<file path="config.mk">
export PLATFORM = sky130hd
export DESIGN_NAME = sap_top
export DESIGN_NICKNAME = d
export VERILOG_FILES = /design/src/verilog/sap_pkg.sv /design/src/verilog/sap_sync.sv /design/src/verilog/sap_addr_decode.sv /design/src/verilog/sap_top.sv
export SDC_FILE = /design/constraint.sdc
export NUM_CORES = 1
export LEC_CHECK = 0
export BUFFER_PORTS_ARGS = -buffer_cell sky130_fd_sc_hd__buf_2
export CAP_MARGIN = 25
export CELL_PAD_IN_SITES_DETAIL_PLACEMENT = 1
export CELL_PAD_IN_SITES_GLOBAL_PLACEMENT = 2
export CORE_UTILIZATION = 40
export CTS_BUF_LIST = sky130_fd_sc_hd__clkbuf_16
export CTS_CLUSTER_SIZE = 12
export DETAILED_ROUTE_END_ITERATION = 12
export PLACE_DENSITY_LB_ADDON = 0.1
export SLEW_MARGIN = 20
export SYNTH_ARGS = -nofsm -noshare
export SYNTH_HDL_FRONTEND = slang
export SYNTH_SLANG_ARGS = --single-unit
</file>
<file path="constraint.sdc">
create_clock -name clk -period 4.7 [get_ports clk]
set_clock_uncertainty 0.05 [all_clocks]
set_input_delay 0.235 -clock clk [delete_from_list [all_inputs] [get_ports clk]]
set_output_delay 0.235 -clock clk [all_outputs]
set_load 0.005 [all_outputs]
</file>
<file path="src/verilog/sap_pkg.sv">
/*
 Package for the two-wire target address and phase select block:
 strap and pin carriers, strap level codes, address and phase constants.
 Assumes an analog front end that digitises each strap into a mode bit,
 a three-level code and a resistor index.
*/
package sap_pkg;
   // ---------------------------------------------------------------
   // Strap and pin carriers
   // ---------------------------------------------------------------
   typedef enum logic [1:0] {
      SAP_LVL_LOW = 2'h0,
      SAP_LVL_OPEN = 2'h1,
      SAP_LVL_HIGH = 2'h2
   } sap_level_t;

   // One strap: resistor mode flag, three-level code, resistor index
   typedef struct packed {
      logic res_mode;
      sap_level_t level;
      logic [4:0] index;
   } sap_strap_t;

   // Open-drain pin driver: level driven and enable
   typedef struct packed {
      logic o;
      logic oe;
   } sap_od_t;

   // ---------------------------------------------------------------
   // Address and phase constants
   // ---------------------------------------------------------------
   localparam logic [6:0] TRI_BASE = 7'h20;
   localparam logic [6:0] TRI_ROW = 7'h03;
   localparam logic [9:0] RES_RADIX = 10'h019;
   localparam logic [4:0] IDX_MAX = 5'h18;
   localparam logic [6:0] TEST_ADDR = 7'h4b;
   localparam logic [4:0] PHASE_STEP_MAX = 5'h10;
   localparam int ADDR_BITS = 7;

   // Sync pin role codes from the configuration input
   localparam logic [1:0] SYNC_IN = 2'h0;
   localparam logic [1:0] SYNC_AUTO = 2'h1;
   localparam logic [1:0] SYNC_OUT = 2'h2;

   // ---------------------------------------------------------------
   // Timing and layout
   // ---------------------------------------------------------------
   localparam logic [2:0] SETTLE_CYC = 3'h4;
   localparam logic [3:0] BYTE_BITS = 4'h8;
   // Idle levels: bus and event lines high under pull-ups, sync low,
   // so no false event is seen while the filter fills after reset
   localparam logic [3:0] PIN_RST = 4'h7;
   localparam int PIN_SCL = 0;
   localparam int PIN_SDA = 1;
   localparam int PIN_EVT = 2;
   localparam int PIN_SYNC = 3;
endpackage

</file>
<file path="src/verilog/sap_sync.sv">
/*
 Three-stage input synchroniser with agreement filter.
 Assumes inputs are asynchronous to clk; output moves only when stages
 two and three agree.
*/
`timescale 1ns/1ps
`default_nettype none
module sap_sync #(
   parameter int W = 1,
   parameter logic [W-1:0] INIT = '0
) (
   input wire logic clk,
   input wire logic rst,
   input wire logic ce,
   input wire logic [W-1:0] d,
   output logic [W-1:0] q
);
   typedef struct packed {
      logic [W-1:0] s1;
      logic [W-1:0] s2;
      logic [W-1:0] s3;
      logic [W-1:0] q;
   } sap_sync_st_t;

   sap_sync_st_t s_r;
   sap_sync_st_t s_nxt;

   // ---------------------------------------------------------------
   // Next state: first stage feeds only the second
   // ---------------------------------------------------------------
   always_comb begin
      s_nxt = s_r;
      s_nxt.s1 = d;
      s_nxt.s2 = s_r.s1;
      s_nxt.s3 = s_r.s2;
      for (int i = 0; i < W; i++) begin
         if (s_r.s2[i] == s_r.s3[i]) begin
            s_nxt.q[i] = s_r.s3[i];
         end
      end
   end

   // Register stage, frozen while ce is low
   always_ff @(posedge clk or posedge rst) begin
      if (rst) begin
         s_r <= '{s1: INIT, s2: INIT, s3: INIT, q: INIT};
      end else if (ce) begin
         s_r <= s_nxt;
      end
   end

   assign q = s_r.q;
endmodule
`default_nettype wire

</file>
<file path="src/verilog/sap_addr_decode.sv">
/*
 Strap decoder: turns two digitised straps into a 7-bit bus address
 and a valid flag. Purely combinational; the caller latches the result.
*/
`timescale 1ns/1ps
`default_nettype none
module sap_addr_decode (
   input wire sap_pkg::sap_strap_t upper,
   input wire sap_pkg::sap_strap_t lower,
   output logic [6:0] addr,
   output logic ok
);
   // ---------------------------------------------------------------
   // Address selection by strap mode
   // ---------------------------------------------------------------
   always_comb begin
      logic [9:0] sum;
      sum = 10'(sap_pkg::RES_RADIX * upper.index) + 10'(lower.index);
      addr = 7'h00;
      ok = 1'b0;
      if (!upper.res_mode && !lower.res_mode) begin
         // Row-major table, both-high left unassigned
         addr = sap_pkg::TRI_BASE + 7'(sap_pkg::TRI_ROW * upper.level) + 7'(lower.level);
         ok = (upper.level != sap_pkg::SAP_LVL_HIGH || lower.level != sap_pkg::SAP_LVL_HIGH) &&
              (upper.level <= sap_pkg::SAP_LVL_HIGH) && (lower.level <= sap_pkg::SAP_LVL_HIGH);
      end else if (!upper.res_mode && upper.level == sap_pkg::SAP_LVL_LOW) begin
         addr = {2'h0, lower.index};
         ok = lower.index <= sap_pkg::IDX_MAX;
      end else if (upper.res_mode && lower.res_mode) begin
         addr = sum[6:0];
         ok = (upper.index <= sap_pkg::IDX_MAX) && (lower.index <= sap_pkg::IDX_MAX);
      end
      // Test address never becomes a live address
      if (addr == sap_pkg::TEST_ADDR) begin
         ok = 1'b0;
      end
   end
endmodule
`default_nettype wire

</file>
<file path="src/verilog/sap_top.sv">
/*
 Two-wire target address and phase select block: strap latch, address
 match with acknowledge, phase step register, fault alert and event line.
 Assumes SCL/SDA and other pins are asynchronous and sampled by clk;
 fault_event and event_drive come from logic on clk.
*/
// Function
// - Three-level straps map to 0x20..0x27, both-high reserved
// - Upper low, lower resistor: address is index
// - Resistor strap resolves index 0 to 24
// - Both resistors: address is 25*upper plus lower
// - Computed address wraps modulo 128
// - Address in high seven bits, above R/W
// - Address 0x4B reserved for test, never acknowledged
// - Default phase is 45 degrees times addr[2:0]
// - Phase programmable 0-360 in 22.5 degree steps
// - SMBus-style target with separate fault alert output
// - Common switching clock; strap sets sync pin role
`timescale 1ns/1ps
`default_nettype none
module sap_top (
   input wire logic clk,
   input wire logic rst,
   input wire logic ce,
   input wire sap_pkg::sap_strap_t address_strap_upper,
   input wire sap_pkg::sap_strap_t address_strap_lower,
   input wire logic [1:0] sync_sel,
   input wire logic scl_i,
   input wire logic sda_i,
   output sap_pkg::sap_od_t sda_od,
   input wire logic fault_event,
   output sap_pkg::sap_od_t fault_alert_output,
   input wire logic event_drive,
   input wire logic interdevice_event_line_i,
   output sap_pkg::sap_od_t interdevice_event_line,
   output logic event_seen,
   input wire logic sync_i,
   output logic sync_as_output,
   output logic [6:0] bus_addr,
   output logic addr_ok,
   output logic [4:0] phase_step,
   output logic phase_override
);
   typedef enum logic [2:0] {
      ST_IDLE = 3'h0,
      ST_ADDR = 3'h1,
      ST_AACK = 3'h3,
      ST_WDAT = 3'h2,
      ST_DACK = 3'h6,
      ST_RDAT = 3'h7,
      ST_RACK = 3'h5
   } sap_fsm_t;

   typedef struct packed {
      sap_fsm_t fsm;
      logic [3:0] cnt;
      logic [7:0] shf;
      logic rw;
      logic host_ack;
      logic sda_oe;
      logic [2:0] init_cnt;
      logic ready;
      sap_pkg::sap_strap_t up;
      sap_pkg::sap_strap_t lo;
      logic [6:0] addr;
      logic addr_ok;
      logic ovr;
      logic [4:0] phase;
      logic alert;
      logic ev_oe;
      logic [1:0] sync_sel;
      logic sync_seen;
      logic scl_d;
      logic sda_d;
      logic sync_d;
   } sap_core_t;

   sap_core_t s_r;
   sap_core_t s_nxt;
   logic [3:0] pins;
   logic [15:0] strap_q;
   sap_pkg::sap_strap_t up_q;
   sap_pkg::sap_strap_t lo_q;
   logic [6:0] dec_addr;
   logic dec_ok;
   logic scl;
   logic sda;
   logic scl_rise;
   logic scl_fall;
   logic start_c;
   logic stop_c;
   logic [7:0] rbyte;

   // ---------------------------------------------------------------
   // Pin and strap synchronisers, address decoder
   // ---------------------------------------------------------------
   sap_sync #(.W(4), .INIT(sap_pkg::PIN_RST)) u_pin_sync (
      .clk(clk),
      .rst(rst),
      .ce(ce),
      .d({sync_i, interdevice_event_line_i, sda_i, scl_i}),
      .q(pins)
   );

   sap_sync #(.W(16)) u_strap_sync (
      .clk(clk),
      .rst(rst),
      .ce(ce),
      .d({address_strap_upper, address_strap_lower}),
      .q(strap_q)
   );

   assign up_q = sap_pkg::sap_strap_t'(strap_q[15:8]);
   assign lo_q = sap_pkg::sap_strap_t'(strap_q[7:0]);

   sap_addr_decode u_dec (
      .upper(up_q),
      .lower(lo_q),
      .addr(dec_addr),
      .ok(dec_ok)
   );

   // Bus conditions seen on the filtered pins
   assign scl = pins[sap_pkg::PIN_SCL];
   assign sda = pins[sap_pkg::PIN_SDA];
   assign scl_rise = scl && !s_r.scl_d;
   assign scl_fall = !scl && s_r.scl_d;
   assign start_c = scl && s_r.scl_d && !sda && s_r.sda_d;
   assign stop_c = scl && s_r.scl_d && sda && !s_r.sda_d;
   // Read byte: alert flag, override flag, phase step
   assign rbyte = {s_r.alert, s_r.ovr, 1'b0, s_r.phase};

   // ---------------------------------------------------------------
   // Next-state logic
   // ---------------------------------------------------------------
   always_comb begin
      s_nxt = s_r;
      s_nxt.scl_d = scl;
      s_nxt.sda_d = sda;
      s_nxt.sync_d = pins[sap_pkg::PIN_SYNC];
      s_nxt.ev_oe = event_drive;
      // Settle the strap synchroniser, then capture once
      if (!s_r.ready) begin
         if (s_r.init_cnt == sap_pkg::SETTLE_CYC) begin
            s_nxt.ready = 1'b1;
            s_nxt.up = up_q;
            s_nxt.lo = lo_q;
            s_nxt.addr = dec_addr;
            s_nxt.addr_ok = dec_ok;
            s_nxt.phase = {1'b0, dec_addr[2:0], 1'b0};
            s_nxt.sync_sel = sync_sel;
         end else begin
            s_nxt.init_cnt = s_r.init_cnt + 3'h1;
         end
      end
      // Auto role: an outside clock edge makes this end a follower
      if (s_r.ready && pins[sap_pkg::PIN_SYNC] && !s_r.sync_d) begin
         s_nxt.sync_seen = 1'b1;
      end
      if (!s_r.ready) begin
         s_nxt.fsm = ST_IDLE;
      end else if (start_c) begin
         s_nxt.fsm = ST_ADDR;
         s_nxt.cnt = 4'h0;
         s_nxt.sda_oe = 1'b0;
      end else if (stop_c) begin
         s_nxt.fsm = ST_IDLE;
         s_nxt.sda_oe = 1'b0;
      end else begin
         case (s_r.fsm)
            ST_ADDR, ST_WDAT: begin
               if (scl_rise) begin
                  s_nxt.shf = {s_r.shf[6:0], sda};
                  s_nxt.cnt = s_r.cnt + 4'h1;
               end else if (scl_fall && s_r.cnt == sap_pkg::BYTE_BITS) begin
                  if (s_r.fsm == ST_WDAT) begin
                     s_nxt.fsm = ST_DACK;
                     s_nxt.sda_oe = 1'b1;
                     if (s_r.shf[7]) begin
                        s_nxt.ovr = 1'b0;
                        s_nxt.phase = {1'b0, s_r.addr[2:0], 1'b0};
                     end else if (s_r.shf[4:0] <= sap_pkg::PHASE_STEP_MAX) begin
                        s_nxt.ovr = 1'b1;
                        s_nxt.phase = s_r.shf[4:0];
                     end
                  end else if (s_r.shf[7:1] == s_r.addr && s_r.addr_ok) begin
                     s_nxt.fsm = ST_AACK;
                     s_nxt.sda_oe = 1'b1;
                     s_nxt.rw = s_r.shf[0];
                  end else begin
                     s_nxt.fsm = ST_IDLE;
                  end
               end
            end
            ST_AACK, ST_DACK: begin
               if (scl_fall) begin
                  if (s_r.fsm == ST_AACK && s_r.rw) begin
                     s_nxt.fsm = ST_RDAT;
                     s_nxt.shf = rbyte;
                     s_nxt.sda_oe = !rbyte[7];
                     s_nxt.cnt = 4'h1;
                     s_nxt.alert = 1'b0;
                  end else begin
                     s_nxt.fsm = ST_WDAT;
                     s_nxt.cnt = 4'h0;
                     s_nxt.sda_oe = 1'b0;
                  end
               end
            end
            ST_RDAT: begin
               if (scl_fall) begin
                  if (s_r.cnt == sap_pkg::BYTE_BITS) begin
                     s_nxt.fsm = ST_RACK;
                     s_nxt.sda_oe = 1'b0;
                  end else begin
                     s_nxt.shf = {s_r.shf[6:0], 1'b0};
                     s_nxt.sda_oe = !s_r.shf[6];
                     s_nxt.cnt = s_r.cnt + 4'h1;
                  end
               end
            end
            ST_RACK: begin
               if (scl_rise) begin
                  s_nxt.host_ack = !sda;
               end else if (scl_fall) begin
                  if (s_r.host_ack) begin
                     s_nxt.fsm = ST_RDAT;
                     s_nxt.shf = rbyte;
                     s_nxt.sda_oe = !rbyte[7];
                     s_nxt.cnt = 4'h1;
                  end else begin
                     s_nxt.fsm = ST_IDLE;
                  end
               end
            end
            default: begin
               s_nxt.fsm = ST_IDLE;
               s_nxt.sda_oe = 1'b0;
            end
         endcase
      end
      // New fault beats a clear by read in the same cycle
      if (fault_event) begin
         s_nxt.alert = 1'b1;
      end
   end

   // ---------------------------------------------------------------
   // State register, frozen while ce is low
   // ---------------------------------------------------------------
   always_ff @(posedge clk or posedge rst) begin
      if (rst) begin
         s_r <= '0;
      end else if (ce) begin
         s_r <= s_nxt;
      end
   end

   // Outputs; open-drain pins only ever pull low
   assign sda_od = '{o: 1'b0, oe: s_r.sda_oe};
   assign fault_alert_output = '{o: 1'b0, oe: s_r.alert};
   assign interdevice_event_line = '{o: 1'b0, oe: s_r.ev_oe};
   assign event_seen = !pins[sap_pkg::PIN_EVT];
   assign sync_as_output = s_r.ready && (s_r.sync_sel == sap_pkg::SYNC_OUT ||
                           (s_r.sync_sel == sap_pkg::SYNC_AUTO && !s_r.sync_seen));
   assign bus_addr = s_r.addr;
   assign addr_ok = s_r.addr_ok;
   assign phase_step = s_r.phase;
   assign phase_override = s_r.ovr;
endmodule
`default_nettype wire

</file>
==> impl_metrics.tcl, run 1 <==
set metrics [dict create \
    ys_ff_latch 124 \
    fin_crit_sh_pct 68.7 \
    cts_tree "yes" \
    drive_above_1_share_pct 27.3 \
    synthesis.area_um2 6670 \
    drtIter0Drc 288 \
    place_congestion 0.817 \
    p_leak_nw 3.47 \
    synth-edff-count 0 \
    antenna_cells 0 \
    max_clock_freq_mhz 310 \
    post_cts_buffers 0 \
    status "finished, violations left" \
    cp.arrival_ns 3.54 \
    ctsHtreeMaxLevel 4 \
    vias 4724 \
    path_clk_slew_ns 0.06 \
    pwr_density_cell_nw_per_um2 472 \
    ioPinCount 49 \
    worstPathRequired_ns 5.01 \
    grt_use_total_pct 19.3 \
    hold_class "in2async" \
    vdd_drop_max_uv 290 \
    drtAntennaViolNets 0 \
    drc_errors 0 \
    rsz0062_at_grt "no" \
    yosysUniqueCellTypes 65 \
    netlist_instances 615 \
    path_max_fanout 6 \
    die_area_um2 17200 \
    hpwl_um 10900 \
    fp.dieW_um 131 \
    synth-main-ff-cell "dfrtp_1" \
    seq_area_frac_synth_pct 46.7 \
    post_drt_via_cell_ratio 5.29 \
    cts_root_buf "clkbuf_16" \
    violations "negative hold slack" \
    slew_headroom_pct 35.4 \
    tightest_slew_ns 0.969 \
    hold_viol 13 \
    final_cell_mix "dfrtp_1 (112), mux2_2 (75), a21oi_1 (63)" \
    synthToLayoutAreaGrowth_pct 15.4 \
    fillers 1741 \
    clock_path_buffers 2 \
    rows 46 \
    core-area_um2 16100 \
    die_y_um 131 \
    setup_viol 0 \
    clock_latency_ns 0.43 \
    grt_max_degree 88 \
    final_common_cell "dfrtp_1" \
    tns_ns 0 \
    reg2reg_from "u_strap_sync.q[8]$_DFFE_PP0P_" \
    cts_buffers 17 \
    grt_pass1_vias 5149 \
    avgRoutedWirePerCell_um 17.3 \
    start_kind "flop" \
    dr.pass1.iters 4 \
    portBuffers 45 \
    critPathKind "reg2reg" \
    start_util_pct 41.5 \
    slew_viol_final 0 \
    clock-sinks 124 \
    wl_um 15500 \
    yosys_warnings 0 \
    max_cap_viol_count 0 \
    cp-end-kind "flop" \
    overflow 0 \
    worstSetupStartpoint "u_strap_sync.q[8]$_DFFE_PP0P_" \
    min_period_ns 3.23 \
    fin_hold_ws_ns -0.0180 \
    grt_pass1_wl_um 26200 \
    fin_nets 721 \
    antenna_found_initial 0 \
    synth_area_per_cell_um2 10.8 \
    async_flop_share_pct 100 \
]
## where the power goes
| part | total (mW) | internal, mW | switching (mW) |
|---|---|---|---|
| clock network | 1.20 | 0.715 | 0.484 |
| logic | 0.913 | 0.445 | 0.469 |
| registers | 1.52 | 1.29 | 0.236 |
## flip-flops by register name (all words and copies together) (netlist names), 4 cells and up
signal / flops
u_pin_sync.s_r: 4
phase_step: 5
u_strap_sync.q: 16
s_r: 27
u_strap_sync.s_nxt: 32
bus_addr: 7
u_pin_sync.q: 4
u_pin_sync.s_nxt: 8
u_strap_sync.s_r: 16
## layout make-up
cell class	count	area (µm²)	share of cell area, %
timing repair buffer	71	480	6.24
clock buffer	17	425	5.53
tap	216	270	3.51
sequential	124	3120	40.5
clock inverter	15	115	1.50
inverter	41	156	2.03
multi-input combinational	409	3130	40.7
## kinds of logic (layout without fill, tap and decap cells)
logic type | count (synthesis) | count (layout) | share of synthesized area (%)
flip-flops | 124 | 124 | 46.7
AO/OA/AOI/OAI | 131 | 131 | 12.1
AND/OR/NAND/NOR | 143 | 143 | 11.4
buffers and inverters | 84 | 144 | 6.45
other | 1 | 3 | 0.0562
adder cells (fa/ha/maj) | 31 | 31 | 6.47
multiplexers | 87 | 87 | 15.0
XOR/XNOR | 14 | 14 | 1.84
## worst max-delay path, cell delays in order, from the launching register on
cell	delay, ns
dfrtp_1	0.46
fa_1	0.48
ha_1	0.29
inv_1	0.05
fa_1	0.52
inv_1	0.04
ha_1	0.33
nor2b_1	0.15
o21ai_0	0.22
a21oi_1	0.11
nor3b_1	0.26
mux2_2	0.20
## path summary, 6_finish.rpt
kind | cells past startpoint | slack (ns) | endpoint
setup / recovery | 11 | 1.47 | bus_addr[6]$_DFFE_PP0P_
hold / removal | 3 | -0.02 | interdevice_event_line[0]$_DFFE_PP0P_
setup reg to reg | 11 | 1.47 | bus_addr[6]$_DFFE_PP0P_
hold reg to reg | 2 | 0.44 | u_strap_sync.q[12]$_DFFE_PP0P_
max in group asynchronous | 3 | 4.01 | u_strap_sync.q[7]$_DFFE_PP0P_
min in group clk | 2 | 0.03 | s_r[5]$_DFFE_PP0P_
## cell usage after synthesis, types with 4 or more instances
master      n  area share, %
buf_2       4           0.30
mux2_4      7            1.6
inv_1      41            2.3
dfstp_2    12            4.7
a221o_1     4           0.60
nor3b_1     9            1.0
o21ai_0    22            1.7
and3_1      4           0.38
dfrtp_1   112             42
nand2_1    19            1.1
nor2_1     45            2.5
a21oi_1    63            4.7
mux2_2     75             13
nor3_1      5           0.38
nand2b_1   26            2.4
nand3_1    10           0.75
mux2i_1     5           0.75
a31oi_1     6           0.56
nand4_1     4           0.38
buf_4      18            2.0
clkbuf_1   15           0.84
nor2b_1     4           0.38
fa_1        6            1.8
xnor2_1    13            1.7
ha_1       24            4.5
## through the flow
step	instance area, µm²	std cells	util, %	total power, mW	setup WS, ns
3_5_place_dp	6930	838	43.1	2.45	1.49
5_1_grt	7700	893	47.9	3.89	1.31
3_3_place_gp	6930	838	43.1	2.38	1.57
6_report	7700	893	47.9	3.64	1.47
4_1_cts	7700	893	47.9	3.70	1.48
2_1_floorplan	6680	617	-	2.17	1.14
## metal layers
layer  routed length, µm  GRT usage, %  vias up
met2                7670          32.0       72
met1                7080          24.4     2389
li1                    -             -     2241
met4                 272          8.04        0
met5                   0             0        -
met3                 449          4.21       22
## repair_timing
action,4_1_cts,5_1_grt
hold endpoints to repair,23,0
resized for setup,0,0
hold buffers,23,0
(Power assumes the default switching activity.)
==> run 2: changes to the inputs <==
--- a/config.mk
+++ b/config.mk
@@ -5,11 +5,12 @@
 export SDC_FILE = /design/constraint.sdc
 export NUM_CORES = 1
 export LEC_CHECK = 0
+export ABC_AREA = 1
 export BUFFER_PORTS_ARGS = -buffer_cell sky130_fd_sc_hd__buf_2
 export CAP_MARGIN = 25
 export CELL_PAD_IN_SITES_DETAIL_PLACEMENT = 1
 export CELL_PAD_IN_SITES_GLOBAL_PLACEMENT = 2
-export CORE_UTILIZATION = 40
+export CORE_UTILIZATION = 33
 export CTS_BUF_LIST = sky130_fd_sc_hd__clkbuf_16
 export CTS_CLUSTER_SIZE = 12
 export DETAILED_ROUTE_END_ITERATION = 12
==> constraint.sdc (replaced) <==
create_clock -name clk -period 2.95 [get_ports clk]
set_clock_uncertainty 0.05 [all_clocks]
set_input_delay 0.1475 -clock clk [delete_from_list [all_inputs] [get_ports clk]]
set_output_delay 0.1475 -clock clk [all_outputs]
set_load 0.005 [all_outputs]
==> impl_metrics.tcl, run 2 <==
set metrics [dict create \
    status "complete, no violations" \
    clock-sinks 124 \
    clock_path_buffers 2 \
    pwr_density_cell_nw_per_um2 616 \
    largest_register_ff_count 32 \
    critPathKind "reg2reg" \
    fin_crit_sh_pct 95.0 \
    multi_input_area_um2 3030 \
    hold_class "in2reg" \
    met1_length_um 8420 \
    grt_pass1_wl_um 28100 \
    drc_errors 0 \
    ioPinCount 49 \
    ys_ff_latch 124 \
    layout.area.seq_um2 3120 \
    grt_pass1_vias 5618 \
    cp.arrival_ns 3.06 \
    path_max_fanout 4 \
    final_common_cell "nand2_1" \
    tightest_slew_ns 0.837 \
    netlist_instances 854 \
    setup_viol 0 \
    hold_viol 0 \
    vdd_drop_max_uv 349 \
    cts_root_buf "clkbuf_16" \
    clock_latency_ns 0.42 \
    cts_buffers 17 \
    cp-end-kind "flop" \
    dr_wl_met3_um 460 \
    die_y_um 144 \
    wl_met2_um 7440 \
    vias 5480 \
    p_leak_nw 4.04 \
    rows 51 \
    fin_hold_ws_ns 0.0929 \
    synth_most_common_cell "nand2_1" \
    final_cell_mix "nand2_1 (317), dfrtp_1 (112), inv_1 (78)" \
    start_kind "flop" \
    overflow 0 \
    grt_max_degree 87 \
    path_clk_slew_ns 0.06 \
    grt_use_total_pct 17.4 \
    dr.pass1.iters 4 \
    synthToLayoutAreaGrowth_pct 18.2 \
    antenna_found_initial 0 \
    max_cap_viol_count 0 \
    yosys-top-cells-count "nand2_1 (319), dfrtp_1 (112), inv_1 (79)" \
    portBuffers 45 \
    yosysUniqueCellTypes 42 \
    drtIter0Drc 213 \
    seq_area_frac_synth_pct 46.6 \
    async_flop_share_pct 100 \
    drive_above_1_share_pct 16.7 \
    top_layer_used "met4" \
    min_period_ns 2.80 \
    max_clock_freq_mhz 357 \
    core-area_um2 19700 \
    worstPathRequired_ns 3.20 \
    synth_top_area_share_pct 41.9 \
    fin_nets 972 \
    total_power_mw 4.87 \
    synth_area_leaders "dfrtp_1 (42%), nand2_1 (18%), o21ai_0 (5.7%)" \
    slew_viol_final 0 \
    yosys_warnings 0 \
    start_util_pct 34.0 \
    place_congestion 0.859 \
    post_drt_via_cell_ratio 4.59 \
    fillers 2477 \
    slew_headroom_pct 44.2 \
    wl_um 16500 \
    avgRoutedWirePerCell_um 13.8 \
    antenna_cells 0 \
    synth.largest_area_cell "dfrtp_1" \
    synth_area_per_cell_um2 7.83 \
    synth-main-ff-cell "dfrtp_1" \
    hpwl_um 11900 \
    synth-edff-count 0 \
    drtAntennaViolNets 0 \
    cts_tree "yes" \
    fp.dieW_um 144 \
    die_area_um2 20800 \
    finish.utilization_pct 40.2 \
    ctsHtreeMaxLevel 4 \
    synthesis.area_um2 6690 \
]
run 2: layout make-up:
cell class | instances | area share (%)
clock buffer | 17 | 5.38
inverter | 88 | 4.26
clock inverter | 15 | 1.31
tap | 265 | 4.19
multi-input combinational | 604 | 38.3
sequential | 124 | 39.4
timing repair buffer | 80 | 7.12
run 2: cell families (layout without fill, tap and decap cells):
group | Yosys count | after routing | share of synthesized area [%]
buffers and inverters | 128 | 200 | 8.64
adders and majority gates | 30 | 30 | 6.29
other | 1 | 3 | 0.0561
and+or+nand+nor | 449 | 449 | 28.2
DFF | 124 | 124 | 46.6
AOI/OAI and AO/OA | 116 | 116 | 9.45
xor gates and xnor gates | 6 | 6 | 0.786
run 2: worst max-delay path: stages, from the launching register on:
cell and delay, ns:
dfrtp_1 0.39, fa_1 0.48, ha_1 0.29, inv_1 0.04
fa_1 0.49, inv_2 0.05, ha_4 0.28, nand2_2 0.07
nand3_1 0.08, nand2_1 0.05, nand2_1 0.07, nand3_1 0.07
nor2_1 0.10, nand3_1 0.07, nand2_1 0.06, nand2_1 0.05
run 2: layer usage:
layer | vias up | track usage, %
li1 | 2774 | -
met1 | 2618 | 23.9
met2 | 78 | 27.5
met3 | 10 | 4.17
met4 | 0 | 4.16
met5 | - | 0
run 2: what timing repair did:
action / in CTS / in global routing
setup buffers: 0 / 0
endpoints found under the hold margin: 52 / 0
gates resized for setup: 3 / 6
hold buffers: 25 / 0
gates cloned: 0 / 0
pin swaps: 0 / 7
setup endpoints to repair: 3 / 3
run 2: through the flow:
step | std cells | cell area (µm²) | setup slack, ns | TNS [ns]
finish | 1193 | 7910 | 0.147 | 0
global route | 1193 | 7910 | -0.00493 | -0.00493
CTS | 1193 | 7900 | 0.0184 | 0
detailed placement | 1136 | 7100 | -0.0972 | -0.125
global placement | 1136 | 7100 | -0.0332 | -0.0332
floorplan | 856 | 6700 | 0.0786 | 0
run 2: path summary, 6_finish.rpt:
path,start,to,slack (ns),depth (start not counted)
worst min register to register,u_strap_sync.s_nxt[35]$_DFFE_PP0P_,u_strap_sync.s_nxt[19]$_DFFE_PP0P_,0.41,2
worst max-delay path,u_strap_sync.q[9]$_DFFE_PP0P_,addr_ok$_DFFE_PP0P_,0.15,15
worst min-delay path,ce,phase_step[2]$_DFFE_PP0P_,0.09,3
max in group asynchronous,rst,u_strap_sync.s_r[17]$_DFFE_PP0P_,1.68,4
worst max register to register,u_strap_sync.q[9]$_DFFE_PP0P_,addr_ok$_DFFE_PP0P_,0.15,15
min in group asynchronous,rst,u_strap_sync.s_r[28]$_DFFE_PP0P_,0.38,3
run 2: where the power goes:
group | internal, mW | switching, mW
registers | 1.91 | 0.180
clock network | 1.07 | 0.807
logic | 0.363 | 0.547
==> run 3: changes to the inputs <==
--- a/config.mk
+++ b/config.mk
@@ -14,7 +14,7 @@
 export CTS_BUF_LIST = sky130_fd_sc_hd__clkbuf_16
 export CTS_CLUSTER_SIZE = 12
 export DETAILED_ROUTE_END_ITERATION = 12
-export PLACE_DENSITY_LB_ADDON = 0.1
+export PLACE_DENSITY = 0.77
 export SLEW_MARGIN = 20
 export SYNTH_ARGS = -nofsm -noshare
 export SYNTH_HDL_FRONTEND = slang
==> impl_metrics.tcl, run 3 (synthesis results as in run 2) <==
set metrics [dict create \
    status "complete, no violations" \
    min_period_ns 2.84 \
    drtAntennaViolNets 0 \
    fillers 2466 \
    grt_max_degree 125 \
    p_leak_nw 4.08 \
    place_congestion 0.776 \
    tns_ns 0 \
    layout.area.seq_um2 3120 \
    max_clock_freq_mhz 353 \
    synthToLayoutAreaGrowth_pct 19.9 \
    grt_pass1_vias 5503 \
    crit_chain "fa_1 -> ha_1 -> inv_1 -> fa_1 -> inv_2 -> ha_4 -> nand2_4 -> nand3_2 -> nand2_2 -> nand2_2 -> nand3_2 -> nor2_2 -> nand3_1 -> nand2_1 -> nand2_1" \
    path_clk_slew_ns 0.06 \
    pwr_density_cell_nw_per_um2 658 \
    path_max_fanout 4 \
    die_y_um 144 \
    core-area_um2 19700 \
    post_drt_via_cell_ratio 4.55 \
    grt_use_total_pct 17.5 \
    fin_hold_ws_ns 0.0296 \
    drive_above_1_share_pct 17.5 \
    swShare_pct 30.1 \
    cp.arrival_ns 3.10 \
    drtIter0Drc 280 \
    slew_headroom_pct 46.0 \
    power_switching_mw 1.59 \
    fin_nets 970 \
    multi_input_area_um2 3070 \
    rsz0062_at_grt "yes" \
    ioPinCount 49 \
    cp-end-kind "flop" \
    overflow 0 \
    cpPeakStageDelay_ns 0.49 \
    ctsHtreeMaxLevel 4 \
    start_util_pct 34.0 \
    intPower_mw 3.69 \
    slew_viol_final 0 \
    portBuffers 45 \
    cts_root_buf "clkbuf_16" \
    setup_viol 0 \
    seqPwrFrac_pct 39.6 \
    worstPathRequired_ns 3.22 \
    final_area_um2 8020 \
    power_frac_clock_pct 42.8 \
    clock_path_buffers 2 \
    antenna_cells 0 \
    pwr-share-comb_pct 17.6 \
    largest_register_ff_count 32 \
    placed_cell_area_um2 7080 \
    max_cap_viol_count 0 \
    antenna_found_initial 0 \
    final_common_cell "nand2_1" \
    dr.pass1.iters 5 \
    start_kind "flop" \
    hold_viol 0 \
    clock_latency_ns 0.43 \
    hold_class "in2reg" \
    die_area_um2 20800 \
    fp.dieW_um 144 \
    cts_buffers 17 \
    grt_pass1_wl_um 28000 \
    final_cell_mix "nand2_1 (314), dfrtp_1 (112), inv_1 (76)" \
    critPathSlowestCell "fa_1" \
    rows 51 \
    avgRoutedWirePerCell_um 13.8 \
    wl_um 16400 \
    hpwl_um 10900 \
    tightest_slew_ns 0.811 \
    drc_errors 0 \
    critPathKind "reg2reg" \
    vias 5411 \
    clock-sinks 124 \
    cts_tree "yes" \
    vdd_drop_max_uv 390 \
    fin_crit_sh_pct 96.1 \
]
run 3: changes by cell type in the layout (fill, tap and decap cells not counted), sizes merged:
cell	change
buf	-2
bufinv	+4
clkinv	-5
run 3: cell type report:
class | instances | share of cell area (%)
clock buffers | 17 | 5.30
clock inverters | 14 | 2.43
inverters | 88 | 4.20
multi-input cells | 604 | 38.2
flip-flops and latches | 124 | 38.9
well taps | 265 | 4.13
repair buffers | 78 | 6.83
run 3: stage by stage:
step                      utilization [%]  total power [mW]  cells  worst slack, ns
after global placement               36.0              2.93   1133          -0.0480
final                                40.8              5.28   1190            0.114
after global routing                 40.8              5.60   1190          -0.0541
after floorplan                         -              2.71    856           0.0786
after CTS                            40.5              5.30   1189           0.0336
after detailed placement             36.0              2.96   1133          -0.0723
run 3: power groups by stage:
| stage | clock [mW] | combinational (mW) | sequential [mW] |
|---|---|---|---|
| 6_report | 2.26 | 0.932 | 2.09 |
| 5_1_grt | 2.39 | 1.09 | 2.12 |
| 2_1_floorplan | 0 | 0.645 | 2.06 |
| 3_5_place_dp | 0 | 0.838 | 2.12 |
| 4_1_cts | 2.32 | 0.892 | 2.09 |
| 3_3_place_gp | 0 | 0.822 | 2.11 |
run 3: final timing paths:
check / startpoint / to / slack (ns) / depth (start not counted)
worst max-delay path: u_strap_sync.q[9]$_DFFE_PP0P_ / addr_ok$_DFFE_PP0P_ / 0.11 / 15
worst min-delay path: ce / s_r[41]$_DFFE_PP0P_ / 0.03 / 3
worst max register to register: u_strap_sync.q[9]$_DFFE_PP0P_ / addr_ok$_DFFE_PP0P_ / 0.11 / 15
max in group asynchronous: rst / bus_addr[3]$_DFFE_PP0P_ / 1.94 / 4
min in group asynchronous: rst / u_strap_sync.s_nxt[44]$_DFFE_PP0P_ / 0.39 / 4
worst min register to register: s_r[3]$_DFFE_PP0P_ / s_r[3]$_DFFE_PP0P_ / 0.41 / 2
run 3: critical path, delay by kind of cell, from the launching register on:
kind                     cells  cell delay [ns]
AND/OR/NAND/NOR              9             0.62
flip-flops                   1             0.40
buffers and inverters        2             0.10
adder cells (fa/ha/maj)      4             1.56
run 3: routing by layer:
| layer | wire (µm) | part of all wire (%) | vias up | track usage (%) |
|---|---|---|---|---|
| met1 | 8420 | 51 | 2548 | 24.1 |
| met4 | 280 | 1.7 | 0 | 6.93 |
| li1 | - | - | 2769 | - |
| met3 | 416 | 2.5 | 19 | 3.84 |
| met2 | 7290 | 44 | 75 | 26.7 |
| met5 | 0 | 0 | - | 0 |
run 3: timing repair:
action	in CTS	in global routing
pin swaps	1	8
hold buffers	25	0
resized for setup	2	18
buffers inserted	0	1
endpoints found under the hold margin	136	0
endpoints found under the setup margin	1	3
